==> src/design/ocf_pkg.sv <==
// Package for the over-current fault response block: command codes,
// field positions, reset values, response codes and timing constants.
// Assumes one 20 MHz clock shared by every user of this package.
package ocf_pkg;

  // Command codes of the three registers
  localparam logic [7:0] CMD_THRESHOLD = 8'h46;
  localparam logic [7:0] CMD_REACTION = 8'h47;
  localparam logic [7:0] CMD_TIME_UNIT = 8'hD2;

  // Reaction config field positions
  localparam int RESP_MSB = 7;
  localparam int RESP_LSB = 6;
  localparam int RETRY_MSB = 5;
  localparam int RETRY_LSB = 3;
  localparam int RTIME_MSB = 2;
  localparam int RTIME_LSB = 0;

  // Reset values
  localparam logic [15:0] THRESHOLD_RST = 16'hFFFF;
  localparam logic [7:0] REACTION_RST = 8'h00;
  localparam logic [7:0] TIME_UNIT_RST = 8'h00;

  // Response codes
  localparam logic [1:0] RESP_CC = 2'h0;
  localparam logic [1:0] RESP_CC_LV = 2'h1;
  localparam logic [1:0] RESP_DELAY = 2'h2;
  localparam logic [1:0] RESP_SHUTDOWN = 2'h3;

  // Retry codes
  localparam logic [2:0] RETRY_NONE = 3'h0;
  localparam logic [2:0] RETRY_FOREVER = 3'h7;

  // Time base: one tick is 1 us, a time unit is (time unit register + 1) ticks
  localparam int CLK_NS = 50;
  localparam int TICK_NS = 1000;
  localparam int TICK_CYC = (TICK_NS + CLK_NS - 1) / CLK_NS;

  typedef enum logic [2:0] {
    ST_OFF = 3'h0,
    ST_RUN = 3'h1,
    ST_LIMIT = 3'h2,
    ST_WAIT = 3'h3,
    ST_LATCH = 3'h4
  } ocf_state_e;

  typedef struct packed {
    logic wr;
    logic rd;
    logic [7:0] code;
    logic [15:0] data;
  } ocf_req_s;

  typedef struct packed {
    logic [1:0] resp;
    logic [2:0] retry;
    logic [2:0] rtime;
  } ocf_cfg_s;

endpackage

==> src/design/ocf_fault_ctrl.sv <==
// Over-current fault response controller with its three registers.
// Assumes all inputs synchronous to clock; the current measurement uses the
// same linear encoding as the threshold register, so a plain compare works.
//
// Overview of operation
// - Code 110: six restarts, then latch off
// - Code 111: retry until off, bias loss, fault
// - Restart spacing is count times delay unit
// - Delay count is two to field value
// - Same count times limiting or retry spacing
// - Unit length comes from time-unit register
// - 16-bit threshold is the current limit
// - Every response sets status and notifies host
// - Code 00: clamp current forever, never shut
// - Code 01: clamp, shut down on low voltage
// - Code 10: clamp for delay, then retry
// - Code 11: shut down at once, then retry
// - Code 000: no restarts, latch off
// - Codes 001-101: that many restarts, then latch
`timescale 1ns/1ps
`default_nettype none

module ocf_fault_ctrl #(
  parameter int TICK_CYCLES = ocf_pkg::TICK_CYC
) (
  input wire logic clock,
  input wire logic sys_rst,
  input wire ocf_pkg::ocf_req_s reg_req,
  input wire logic [15:0] iout_meas,
  input wire logic vout_low,
  input wire logic output_on_cmd,
  input wire logic bias_ok,
  input wire logic other_fault,
  input wire logic fault_clear,
  output logic [15:0] rd_data_r,
  output logic rd_valid_r,
  output logic out_enable_r,
  output logic clamp_active_r,
  output logic [15:0] current_limit_r,
  output logic oc_status_r,
  output logic host_notify_r,
  output logic [2:0] attempts_r
);

  // Tick counter is 16 bits wide
  if (TICK_CYCLES < 1 || TICK_CYCLES > 65535) begin : g_bad_tick
    $error("TICK_CYCLES out of range");
  end

  ocf_pkg::ocf_state_e state_r, state_nxt;
  logic [15:0] thr_nxt;
  logic [7:0] cfg_r, cfg_nxt;
  logic [7:0] tu_r, tu_nxt;
  logic [15:0] rd_data_nxt;
  logic rd_valid_nxt;
  logic out_enable_nxt, clamp_active_nxt, oc_status_nxt, host_notify_nxt;
  logic [2:0] attempts_nxt;
  logic [15:0] tick_cnt_r, tick_cnt_nxt;
  logic [7:0] unit_cnt_r, unit_cnt_nxt;
  logic [7:0] dly_cnt_r, dly_cnt_nxt;
  logic tmr_done_r, tmr_done_nxt;
  logic tmr_start;
  logic tmr_expire;
  logic restarted_r, restarted_nxt;
  logic oc;
  logic tick, unit;
  logic enabled;
  ocf_pkg::ocf_cfg_s cfg;

  // Two raised to the retry time field
  function automatic logic [7:0] delay_units(input logic [2:0] code);
    delay_units = 8'h01 << code;
  endfunction

  // Next state after the output is shut down by the fault
  function automatic ocf_pkg::ocf_state_e after_shutdown(input logic [2:0] retry,
                                                         input logic [2:0] used);
    if (retry == ocf_pkg::RETRY_NONE) begin
      after_shutdown = ocf_pkg::ST_LATCH;
    end else if (retry == ocf_pkg::RETRY_FOREVER) begin
      after_shutdown = ocf_pkg::ST_WAIT;
    end else if (used >= retry) begin
      after_shutdown = ocf_pkg::ST_LATCH;
    end else begin
      after_shutdown = ocf_pkg::ST_WAIT;
    end
  endfunction

  assign cfg = ocf_pkg::ocf_cfg_s'(cfg_r);
  assign oc = iout_meas > current_limit_r;
  assign enabled = output_on_cmd && bias_ok && !other_fault;

  // Delay timer: ticks of 1 us, units of (tu + 1) ticks, count of 2^n units
  assign tick = (tick_cnt_r == 16'(TICK_CYCLES - 1));
  assign unit = tick && (unit_cnt_r == tu_r);
  // Seen by the sequencer at the same edge, so the delay gains no extra cycle
  assign tmr_expire = unit && !tmr_done_r && (dly_cnt_r == delay_units(cfg.rtime) - 8'h01);

  always_comb begin
    tick_cnt_nxt = tick ? 16'h0000 : tick_cnt_r + 16'h0001;
    unit_cnt_nxt = !tick ? unit_cnt_r : (unit ? 8'h00 : unit_cnt_r + 8'h01);
    dly_cnt_nxt = dly_cnt_r;
    tmr_done_nxt = tmr_done_r;
    if (tmr_expire) begin
      tmr_done_nxt = 1'b1;
    end else if (unit && !tmr_done_r) begin
      dly_cnt_nxt = dly_cnt_r + 8'h01;
    end
    if (tmr_start) begin
      tick_cnt_nxt = 16'h0000;
      unit_cnt_nxt = 8'h00;
      dly_cnt_nxt = 8'h00;
      tmr_done_nxt = 1'b0;
    end
  end

  // Register access by command code
  always_comb begin
    thr_nxt = current_limit_r;
    cfg_nxt = cfg_r;
    tu_nxt = tu_r;
    rd_data_nxt = rd_data_r;
    rd_valid_nxt = reg_req.rd;
    if (reg_req.wr) begin
      unique case (reg_req.code)
        ocf_pkg::CMD_THRESHOLD: thr_nxt = reg_req.data;
        ocf_pkg::CMD_REACTION: cfg_nxt = reg_req.data[7:0];
        ocf_pkg::CMD_TIME_UNIT: tu_nxt = reg_req.data[7:0];
        default: thr_nxt = current_limit_r;
      endcase
    end
    if (reg_req.rd) begin
      unique case (reg_req.code)
        ocf_pkg::CMD_THRESHOLD: rd_data_nxt = current_limit_r;
        ocf_pkg::CMD_REACTION: rd_data_nxt = {8'h00, cfg_r};
        ocf_pkg::CMD_TIME_UNIT: rd_data_nxt = {8'h00, tu_r};
        default: rd_data_nxt = 16'h0000;
      endcase
    end
  end

  // Fault response sequencer
  always_comb begin
    state_nxt = state_r;
    out_enable_nxt = 1'b0;
    clamp_active_nxt = 1'b0;
    host_notify_nxt = 1'b0;
    oc_status_nxt = oc_status_r && !fault_clear;
    attempts_nxt = attempts_r;
    tmr_start = 1'b0;
    restarted_nxt = restarted_r;
    unique case (state_r)
      ocf_pkg::ST_OFF: begin
        attempts_nxt = 3'h0;
        restarted_nxt = 1'b0;
        if (enabled) begin
          state_nxt = ocf_pkg::ST_RUN;
          out_enable_nxt = 1'b1;
        end
      end
      ocf_pkg::ST_RUN: begin
        out_enable_nxt = 1'b1;
        if (oc) begin
          oc_status_nxt = 1'b1;
          host_notify_nxt = 1'b1;
          unique case (cfg.resp)
            ocf_pkg::RESP_CC, ocf_pkg::RESP_CC_LV, ocf_pkg::RESP_DELAY: begin
              state_nxt = ocf_pkg::ST_LIMIT;
              clamp_active_nxt = 1'b1;
              tmr_start = 1'b1;
            end
            ocf_pkg::RESP_SHUTDOWN: begin
              state_nxt = after_shutdown(cfg.retry, attempts_r);
              out_enable_nxt = 1'b0;
              // Only the first shutdown starts the spacing; later ones run from the restart
              if (!restarted_r) begin
                tmr_start = 1'b1;
              end
            end
          endcase
        end
      end
      ocf_pkg::ST_LIMIT: begin
        out_enable_nxt = 1'b1;
        clamp_active_nxt = 1'b1;
        if ((cfg.resp == ocf_pkg::RESP_CC_LV && vout_low) ||
            (cfg.resp == ocf_pkg::RESP_DELAY && (tmr_done_r || tmr_expire) && oc) ||
            cfg.resp == ocf_pkg::RESP_SHUTDOWN) begin
          state_nxt = after_shutdown(cfg.retry, attempts_r);
          out_enable_nxt = 1'b0;
          clamp_active_nxt = 1'b0;
          tmr_start = 1'b1;
        end else if (!oc) begin
          state_nxt = ocf_pkg::ST_RUN;
          clamp_active_nxt = 1'b0;
        end
      end
      ocf_pkg::ST_WAIT: begin
        if (tmr_done_r || tmr_expire) begin
          state_nxt = ocf_pkg::ST_RUN;
          out_enable_nxt = 1'b1;
          tmr_start = 1'b1;
          restarted_nxt = 1'b1;
          if (cfg.retry != ocf_pkg::RETRY_FOREVER) begin
            attempts_nxt = attempts_r + 3'h1;
          end
        end
      end
      ocf_pkg::ST_LATCH: begin
        if (fault_clear) begin
          state_nxt = ocf_pkg::ST_OFF;
          attempts_nxt = 3'h0;
        end
      end
      default: state_nxt = ocf_pkg::ST_OFF;
    endcase
    // Off command, bias loss or another fault ends any sequence except a latch-off, which holds until cleared
    if (!enabled) begin
      state_nxt = (state_r == ocf_pkg::ST_LATCH && !fault_clear) ? ocf_pkg::ST_LATCH
                                                                 : ocf_pkg::ST_OFF;
      out_enable_nxt = 1'b0;
      clamp_active_nxt = 1'b0;
    end
    // A new event wins over a clear in the same cycle
    if (host_notify_nxt) begin
      oc_status_nxt = 1'b1;
    end
  end

  // Delay timer registers
  always_ff @(posedge clock or posedge sys_rst) begin
    if (sys_rst) begin
      tick_cnt_r <= 16'h0000;
      unit_cnt_r <= 8'h00;
      dly_cnt_r <= 8'h00;
      tmr_done_r <= 1'b0;
    end else begin
      tick_cnt_r <= tick_cnt_nxt;
      unit_cnt_r <= unit_cnt_nxt;
      dly_cnt_r <= dly_cnt_nxt;
      tmr_done_r <= tmr_done_nxt;
    end
  end

  // Configuration registers and read port
  always_ff @(posedge clock or posedge sys_rst) begin
    if (sys_rst) begin
      current_limit_r <= ocf_pkg::THRESHOLD_RST;
      cfg_r <= ocf_pkg::REACTION_RST;
      tu_r <= ocf_pkg::TIME_UNIT_RST;
      rd_data_r <= 16'h0000;
      rd_valid_r <= 1'b0;
    end else begin
      current_limit_r <= thr_nxt;
      cfg_r <= cfg_nxt;
      tu_r <= tu_nxt;
      rd_data_r <= rd_data_nxt;
      rd_valid_r <= rd_valid_nxt;
    end
  end

  // Sequencer registers
  always_ff @(posedge clock or posedge sys_rst) begin
    if (sys_rst) begin
      state_r <= ocf_pkg::ST_OFF;
      out_enable_r <= 1'b0;
      clamp_active_r <= 1'b0;
      oc_status_r <= 1'b0;
      host_notify_r <= 1'b0;
      attempts_r <= 3'h0;
      restarted_r <= 1'b0;
    end else begin
      state_r <= state_nxt;
      out_enable_r <= out_enable_nxt;
      clamp_active_r <= clamp_active_nxt;
      oc_status_r <= oc_status_nxt;
      host_notify_r <= host_notify_nxt;
      attempts_r <= attempts_nxt;
      restarted_r <= restarted_nxt;
    end
  end

endmodule // ocf_fault_ctrl

`default_nettype wire

==> config.mk <==
export PLATFORM = sky130hd
export DESIGN_NAME = ocf_fault_ctrl
export DESIGN_NICKNAME = d
export VERILOG_FILES = /design/src/design/ocf_pkg.sv /design/src/design/ocf_fault_ctrl.sv
export SDC_FILE = /design/constraint.sdc
export NUM_CORES = 1
export LEC_CHECK = 0
export ABC_AREA = 1
export BUFFER_PORTS_ARGS = -buffer_cell sky130_fd_sc_hd__buf_4
export CAP_MARGIN = 5
export CORE_MARGIN = 2
export CORE_UTILIZATION = 50
export CTS_CLUSTER_DIAMETER = 200
export DETAILED_ROUTE_END_ITERATION = 8
export PLACE_DENSITY_LB_ADDON = 0.15
export REMOVE_ABC_BUFFERS = 1
export SLEW_MARGIN = 10
export SYNTH_ARGS = -nofsm -noshare
export SYNTH_HDL_FRONTEND = slang
export SYNTH_SLANG_ARGS = --single-unit
export TNS_END_PERCENT = 30
==> constraint.sdc <==
create_clock -name clock -period 7.1 [get_ports clock]
set_input_delay 0.355 -clock clock [delete_from_list [all_inputs] [get_ports clock]]
set_output_delay 0.355 -clock clock [all_outputs]
set_load 0.05 [all_outputs]
==> run_results.csv, run 1 <==
group,metric,value,unit
worst_setup_path,worst_setup_path_start_kind,"flop",
global_routing,grt_max_degree,68,
timing,rsz0062_at_grt,"no",
timing,final.setup.tns,0,ns
global_routing,track_usage,23.4,%
route,first_pass_iters,5,
power_and_ir_drop,power.density,190,nW/um^2
worst_setup_path,cp-end-kind,"flop",
clock_tree,post_cts_buffers,0,
timing,fin_crit,2.76,ns
power_and_ir_drop,max-vdd-ir-drop,0.0985,mV
logic_synthesis,yosysWarnings,0,
logic_synthesis,yosysSeqAreaShare,44.5,%
die,initial_core_util,51.4,%
clock_tree,clock_path_buffers,2,
worst_hold_path,hp-class,"in2reg",
worst_setup_path,r2r-start,"cfg[2]$_DFFE_PP0P_",
timing,relSlewSlack,29.4,%
die,dieWidth,107,um
timing,worst_pin_slew,1.05,ns
clock_tree,cts_tree,"yes",
logic_synthesis,syn_avg_cell_area,8.29,um^2
worst_setup_path,worstPathRequired,7.37,ns
die,die_area,11400,um^2
logic_synthesis,synth_ff_type,"dfrtp_1",
clock_tree,postCtsHoldBufs,1,
route,vias_per_cell,5.26,
worst_hold_path,worstHoldPathCells,1,
clock_tree,cts_buffers,9,
worst_setup_path,crit_type,"reg2reg",
route,ant_nets,0,
clock_tree,htreeDepth,3,
logic_synthesis,synth_cell_types,40,
timing,hold_viol_final,0,
flow_run,drv_cap,0,
die,die_height,107,um
logic_synthesis,synth_seq_cells,93,
final_layout,final_layout_size_suffix_gt1_share,23.3,%
route,avgRoutedWirePerCell,14.5,um
run_status,status,"complete, no violations",
worst_hold_path,min_to,"rd_valid_r$_DFF_PP0_",
route,postRouteWirelength,12600,um
final_layout,fin_util,61.0,%
worst_setup_path,arrival,3.02,ns
timing,timing.fmax,0.363,GHz
route,drc,0,
power_and_ir_drop,total_power,1.19,mW
placement,dpl.hpwl,9360,um
clock_tree,cts_root_buf,"clkbuf_8",
worst_setup_path,rr_worst_depth,18,
logic_synthesis,yosys.cell_count.top_type,"nand2_1",
route,num_vias,4558,
global_routing,first_global_vias,4642,
final_layout,nets,799,
logic_synthesis,netlist_top_cells_count,"nand2_1, inv_1, dfrtp_1",
logic_synthesis,synth_area_leaders,"dfrtp_1, nand2_1, dfstp_2, inv_1, ha_1",
timing,setup_viol,0,
global_routing,antenna_found_initial,0,
final_layout,fin_cells,866,
placement,port_buffers,88,
logic_synthesis,synthesis.area,5280,um^2
logic_synthesis,ys_async_sr_fraction,100,%
placement,place_congestion,0.914,
worst_setup_path,r2r-end,"dly_cnt_r[2]$_DFFE_PP0P_",
logic_synthesis,syn_inst,637,
final_layout,regArea,2350,um^2
clock_tree,cts_sinks,93,
final_layout,fill_cells,929,
worst_hold_path,min_from,"reg_req[24]",
timing,fin_worst_skew,0.00962,ns
placement,dp_cells,850,
route,drtIter0Drc,280,
worst_setup_path,rrSetupSlack,4.34,ns
timing,post-route-period-util,38.8,%
final_layout,synthToLayoutAreaGrowth,18.8,%
clock_tree,cts-resized-gates,0,
clock_tree,clk_latency,0.36,ns
timing,final.setup.worst_slack,4.34,ns
logic_synthesis,synth_edf_count,0,
global_routing,grt_pass1_wl,21400,um
timing,slew_violations,0,
placement,post-place-ws,4.35,ns
power_and_ir_drop,p_leak,3.00,nW
die,core_area,10300,um^2
final_layout,multi_input_area,2520,um^2
logic_synthesis,yosysTopAreaCell,"dfrtp_1",
logic_synthesis,yosysTopAreaCellShare,36.5,%
global_routing,grt_overflow_total,0,
clock_tree,cts.clk_slew.worst_paths,0.09,ns
die,io_pins,89,
final_layout,antenna_cells,0,
worst_setup_path,crit_path_max_fanout,33,
die,rows,37,
per-layer routing:
layer	vias up	wire length [um]	global-route usage, %
met2	112	6200	39.2
met5	-	0	0
met4	0	249	8.72
met1	2167	5580	30.3
li1	2259	-	-
met3	20	544	4.26
cell families after synthesis:
group,Yosys count,share of synthesized area [%]
flip-flops,93,44.5
buffers and inverters,103,7.80
AO/OA/AOI/OAI,94,10.1
multiplexers,19,4.05
XOR/XNOR,17,2.82
AND/OR/NAND/NOR,287,25.1
adder cells (fa/ha/maj),24,5.69
cell type report:
cell class                      instances  area share (%)
Inverter                               91            5.46
Multi-Input combinational cell        441            40.2
Tap cell                              136            2.71
Clock buffer                           11            2.25
Clock inverter                          4            1.16
Sequential cell                        93            37.4
Timing Repair Buffer                   90            10.8
per-stage QoR:
step | hold WS, ns | cell area (um^2)
2_1_floorplan | 0.386 | 5210
3_3_place_gp | 0.385 | 6050
3_5_place_dp | 0.396 | 6050
4_1_cts | 0.0934 | 6270
5_1_grt | 0.0971 | 6270
6_report | 0.108 | 6270
flip-flops by register name, indices dropped and copies added, names as in the netlist, 3 cells and up:
register and flops:
cfg 8, state_r 3, tu_r 8, unit_cnt_r 8, attempts_r 3, tick_cnt_r 16
rd_data_r 16, dly_cnt_r 8, current_limit_r 16
worst max-delay path, stage by stage, from the launching register on:
cell     delay (ns)
dfrtp_1        0.49
nor2_2         0.19
nand2_1        0.10
ha_1           0.26
inv_1          0.09
nand2_1        0.06
nand2_1        0.07
nand2_1        0.06
nand2_1        0.06
nor2_1         0.04
nand2_1        0.09
nor2_2         0.05
nand3_2        0.06
nand2_2        0.09
nand2_2        0.09
nand2_1        0.08
nand2_2        0.11
nand3_4        0.35
nor3b_1        0.32
power breakdown:
part | switching [mW] | leakage [nW] | total [mW] | internal (mW)
Clock | 0.186 | 0.105 | 0.392 | 0.206
Combinational | 0.118 | 1.73 | 0.204 | 0.0861
Sequential | 0.0319 | 1.17 | 0.598 | 0.566
cells in the final DEF (no fill, tap or decap), types with 3 or more instances in the layout:
| cell type | n |
|---|---|
| ha_1 | 24 |
| xor2_1 | 9 |
| nor3b_1 | 4 |
| nor2_1 | 66 |
| nand4_1 | 8 |
| nand3_1 | 33 |
| clkbuf_8 | 10 |
| nor3_1 | 10 |
| mux2_2 | 19 |
| or2_2 | 3 |
| inv_2 | 6 |
| nand2_1 | 136 |
| o22ai_1 | 6 |
| nand3b_1 | 3 |
| o21ai_1 | 4 |
| nor3_2 | 12 |
| o31ai_1 | 10 |
| inv_1 | 84 |
| a221oi_1 | 3 |
| o21ai_0 | 37 |
| a21oi_1 | 26 |
| dfrtp_1 | 77 |
| dfstp_2 | 16 |
| xnor2_1 | 8 |
| buf_4 | 89 |
| nand2_2 | 3 |
worst max path at each step:
stage,startpoint,to,cells past startpoint
4_1_cts,current_limit_r[15]$_DFFE_PP1P_,unit_cnt_r[7]$_DFFE_PP0P_,12
3_3_place_gp,current_limit_r[15]$_DFFE_PP1P_,dly_cnt_r[3]$_DFFE_PP0P_,12
6_report,cfg[2]$_DFFE_PP0P_,dly_cnt_r[2]$_DFFE_PP0P_,18
5_1_grt,current_limit_r[11]$_DFFE_PP1P_,unit_cnt_r[7]$_DFFE_PP0P_,12
2_1_floorplan,sys_rst,attempts_r[0]$_DFFE_PP0P_,1
3_5_place_dp,cfg[2]$_DFFE_PP0P_,unit_cnt_r[7]$_DFFE_PP0P_,18
Power figures use the tool's default switching activity.
==> run 2, diff against run 1 <==
- clock period: 7.1 -> 2.7 ns (I/O delays scaled with it)
==> run 2 against run 1 <==
Effect of this change:
- first-iteration DRC count is 7.5% higher
- critical path depth stayed put
- via count is 2.3% higher
- sequential cell count stayed put
- hold slack worse by 0.095 ns
- register-to-register slack worse by 4.1 ns
- worst setup slack worse by 4.1 ns
- sequential power grew to 2.6 times the previous value
- clock skew is 0.0012 ns higher
- sequential share of layout area is 1.3 points lower
- die area stayed put
- critical path type unchanged
==> run_results.csv, run 2 (same netlist as run 1, synthesis figures left out) <==
group,metric,value,unit
clock_tree,cts_sinks,93,
worst_setup_path,crit_type,"reg2reg",
worst_hold_path,hp-class,"in2reg",
clock_tree,cts_root_buf,"clkbuf_8",
timing,hold_viol_final,0,
timing,worst_pin_slew,0.951,ns
global_routing,first_global_vias,4517,
power_and_ir_drop,power.density,466,nW/um^2
final_layout,top_regs,"current_limit_r x16, rd_data_r x16, tick_cnt_r x16",
clock_tree,cts_tree,"yes",
worst_setup_path,cp-end-kind,"flop",
die,dieWidth,107,um
timing,slew_violations,0,
route,postRouteWirelength,13000,um
clock_tree,cts_buffers,9,
die,initial_core_util,51.4,%
final_layout,fill_cells,906,
final_layout,regArea,2350,um^2
placement,port_buffers,88,
worst_setup_path,crit_path_max_fanout,16,
power_and_ir_drop,max-vdd-ir-drop,0.402,mV
die,die_area,11400,um^2
final_layout,synthToLayoutAreaGrowth,23.2,%
timing,rsz0062_at_grt,"no",
power_and_ir_drop,combinationalPowerShare,19.0,%
placement,placed_area,6130,um^2
global_routing,grt_util_met1,31.0,%
timing,relSlewSlack,36.5,%
route,avgRoutedWirePerCell,14.6,um
placement,dp_cells,858,
final_layout,multi_input_area,2530,um^2
global_routing,antenna_found_initial,0,
timing,final.setup.tns,0,ns
global_routing,grt_pass1_wl,21300,um
placement,place_congestion,0.918,
power_and_ir_drop,seqPwrFrac,51.9,%
final_layout,antenna_cells,0,
timing,fin_crit,2.48,ns
final_layout,final_cell_mix,"nand2_1, buf_4, inv_1",
worst_setup_path,worstPathRequired,2.95,ns
global_routing,busiest_layer,"met2",
route,ant_nets,0,
final_layout,fin_area,6500,um^2
worst_setup_path,worst_setup_path_start_kind,"flop",
die,io_pins,89,
die,die_height,107,um
global_routing,grt_use_met2,38.9,%
timing,post-route-period-util,91.7,%
route,drtIter0Drc,301,
final_layout,nets,822,
flow_run,drv_cap,0,
power_and_ir_drop,internal_power,2.15,mW
die,rows,37,
placement,dpl.hpwl,9410,um
timing,setup_viol,0,
route,num_vias,4665,
worst_setup_path,arrival,2.73,ns
route,vias_per_cell,5.24,
power_and_ir_drop,clkPwrFrac,29.0,%
power_and_ir_drop,p_sw,0.879,mW
run_status,status,"complete, no violations",
clock_tree,htreeDepth,3,
route,first_pass_iters,5,
power_and_ir_drop,total_power,3.03,mW
final_layout,final_layout_size_suffix_gt1_share,23.9,%
power_and_ir_drop,power.share.switching,29.0,%
final_layout,fin_cells,890,
global_routing,track_usage,23.6,%
route,drc,0,
clock_tree,post_cts_buffers,0,
timing,timing.fmax,0.404,GHz
power_and_ir_drop,p_leak,3.11,nW
global_routing,grt_overflow_total,0,
clock_tree,clock_path_buffers,2,
timing,fin_worst_skew,0.0108,ns
final_layout,final_common_cell,"nand2_1",
clock_tree,clk_latency,0.37,ns
die,core_area,10300,um^2
clock_tree,cts.clk_slew.worst_paths,0.08,ns
global_routing,grt_max_degree,52,
global_routing,use_met3,5.11,%
run 2: cell types whose count changed in the layout (fill, tap and decap cells not counted), moves of 2 or more:
cell,delta
buf_12,+2
bufinv_16,-2
dlygate4sd3_1,+14
clkbuf_8,+2
buf_4,+6
clkbuf_1,+2
run 2: power by group through the flow:
stage	logic, mW	clock network (mW)	registers (mW)
6_report	0.577	0.880	1.57
5_1_grt	0.644	0.967	1.59
4_1_cts	0.570	0.905	1.57
3_5_place_dp	0.552	0	1.60
3_3_place_gp	0.532	0	1.59
2_1_floorplan	0.320	0	1.64
run 2: worst paths after layout:
| path | from | end | slack, ns | cells after the start |
|---|---|---|---|---|
| max | cfg[1]$_DFFE_PP0P_ | tick_cnt_r[2]$_DFF_PP0_ | 0.22 | 18 |
| min | reg_req[3] | cfg[3]$_DFFE_PP0P_ | 0.01 | 3 |
| max reg2reg | cfg[1]$_DFFE_PP0P_ | tick_cnt_r[2]$_DFF_PP0_ | 0.22 | 18 |
| min reg2reg | rd_data_r[14]$_DFFE_PP0P_ | rd_data_r[14]$_DFFE_PP0P_ | 0.49 | 2 |
| max in group asynchronous | sys_rst | current_limit_r[9]$_DFFE_PP1P_ | 1.50 | 4 |
| min in group asynchronous | sys_rst | tick_cnt_r[1]$_DFF_PP0_ | 0.44 | 3 |
run 2: layout make-up:
cell class                 count  area share (%)
clock buffer                  15            2.71
inverter                      91            5.27
multi-input combinational    441            38.9
clock inverter                 1          0.0769
timing repair buffer         113            14.3
tap                          136            2.62
sequential                    93            36.1
run 2: repair_timing:
item / CTS / global route
hold endpoints to repair: 56 / 1
setup endpoints to repair: 0 / 35
hold buffers: 14 / 1
gates resized for setup: 0 / 4
run 2: critical path, cell delays in order, from the launching register on:
cell and delay (ns):
dfrtp_2 0.46, nor2_4 0.15, nand2_1 0.09, ha_1 0.26, inv_1 0.10, nand2_1 0.05
nand2_1 0.08, nor2_1 0.04, nor2_1 0.10, nand2_1 0.08, nor2_2 0.12, nand3_2 0.10
nand2_4 0.11, nand2_2 0.06, nand2_1 0.09, nand2_2 0.09, nand3_4 0.12, clkbuf_16 0.20
nor3_2 0.05
run 2: routing by layer:
layer  share of wire [%]  routed length, um
met1                  44               5750
met3                 4.9                632
met5                   0                  0
met2                  50               6450
met4                 1.5                189
run 2: stage by stage:
stage	utilization [%]	worst slack, ns	hold WS, ns
global route	63.3	0.00367	0.0154
CTS	62.8	0.150	0.000288
global placement	59.7	0.258	0.253
floorplan	-	0.171	0.166
finish	63.3	0.223	0.0133
detailed placement	59.7	0.170	0.255
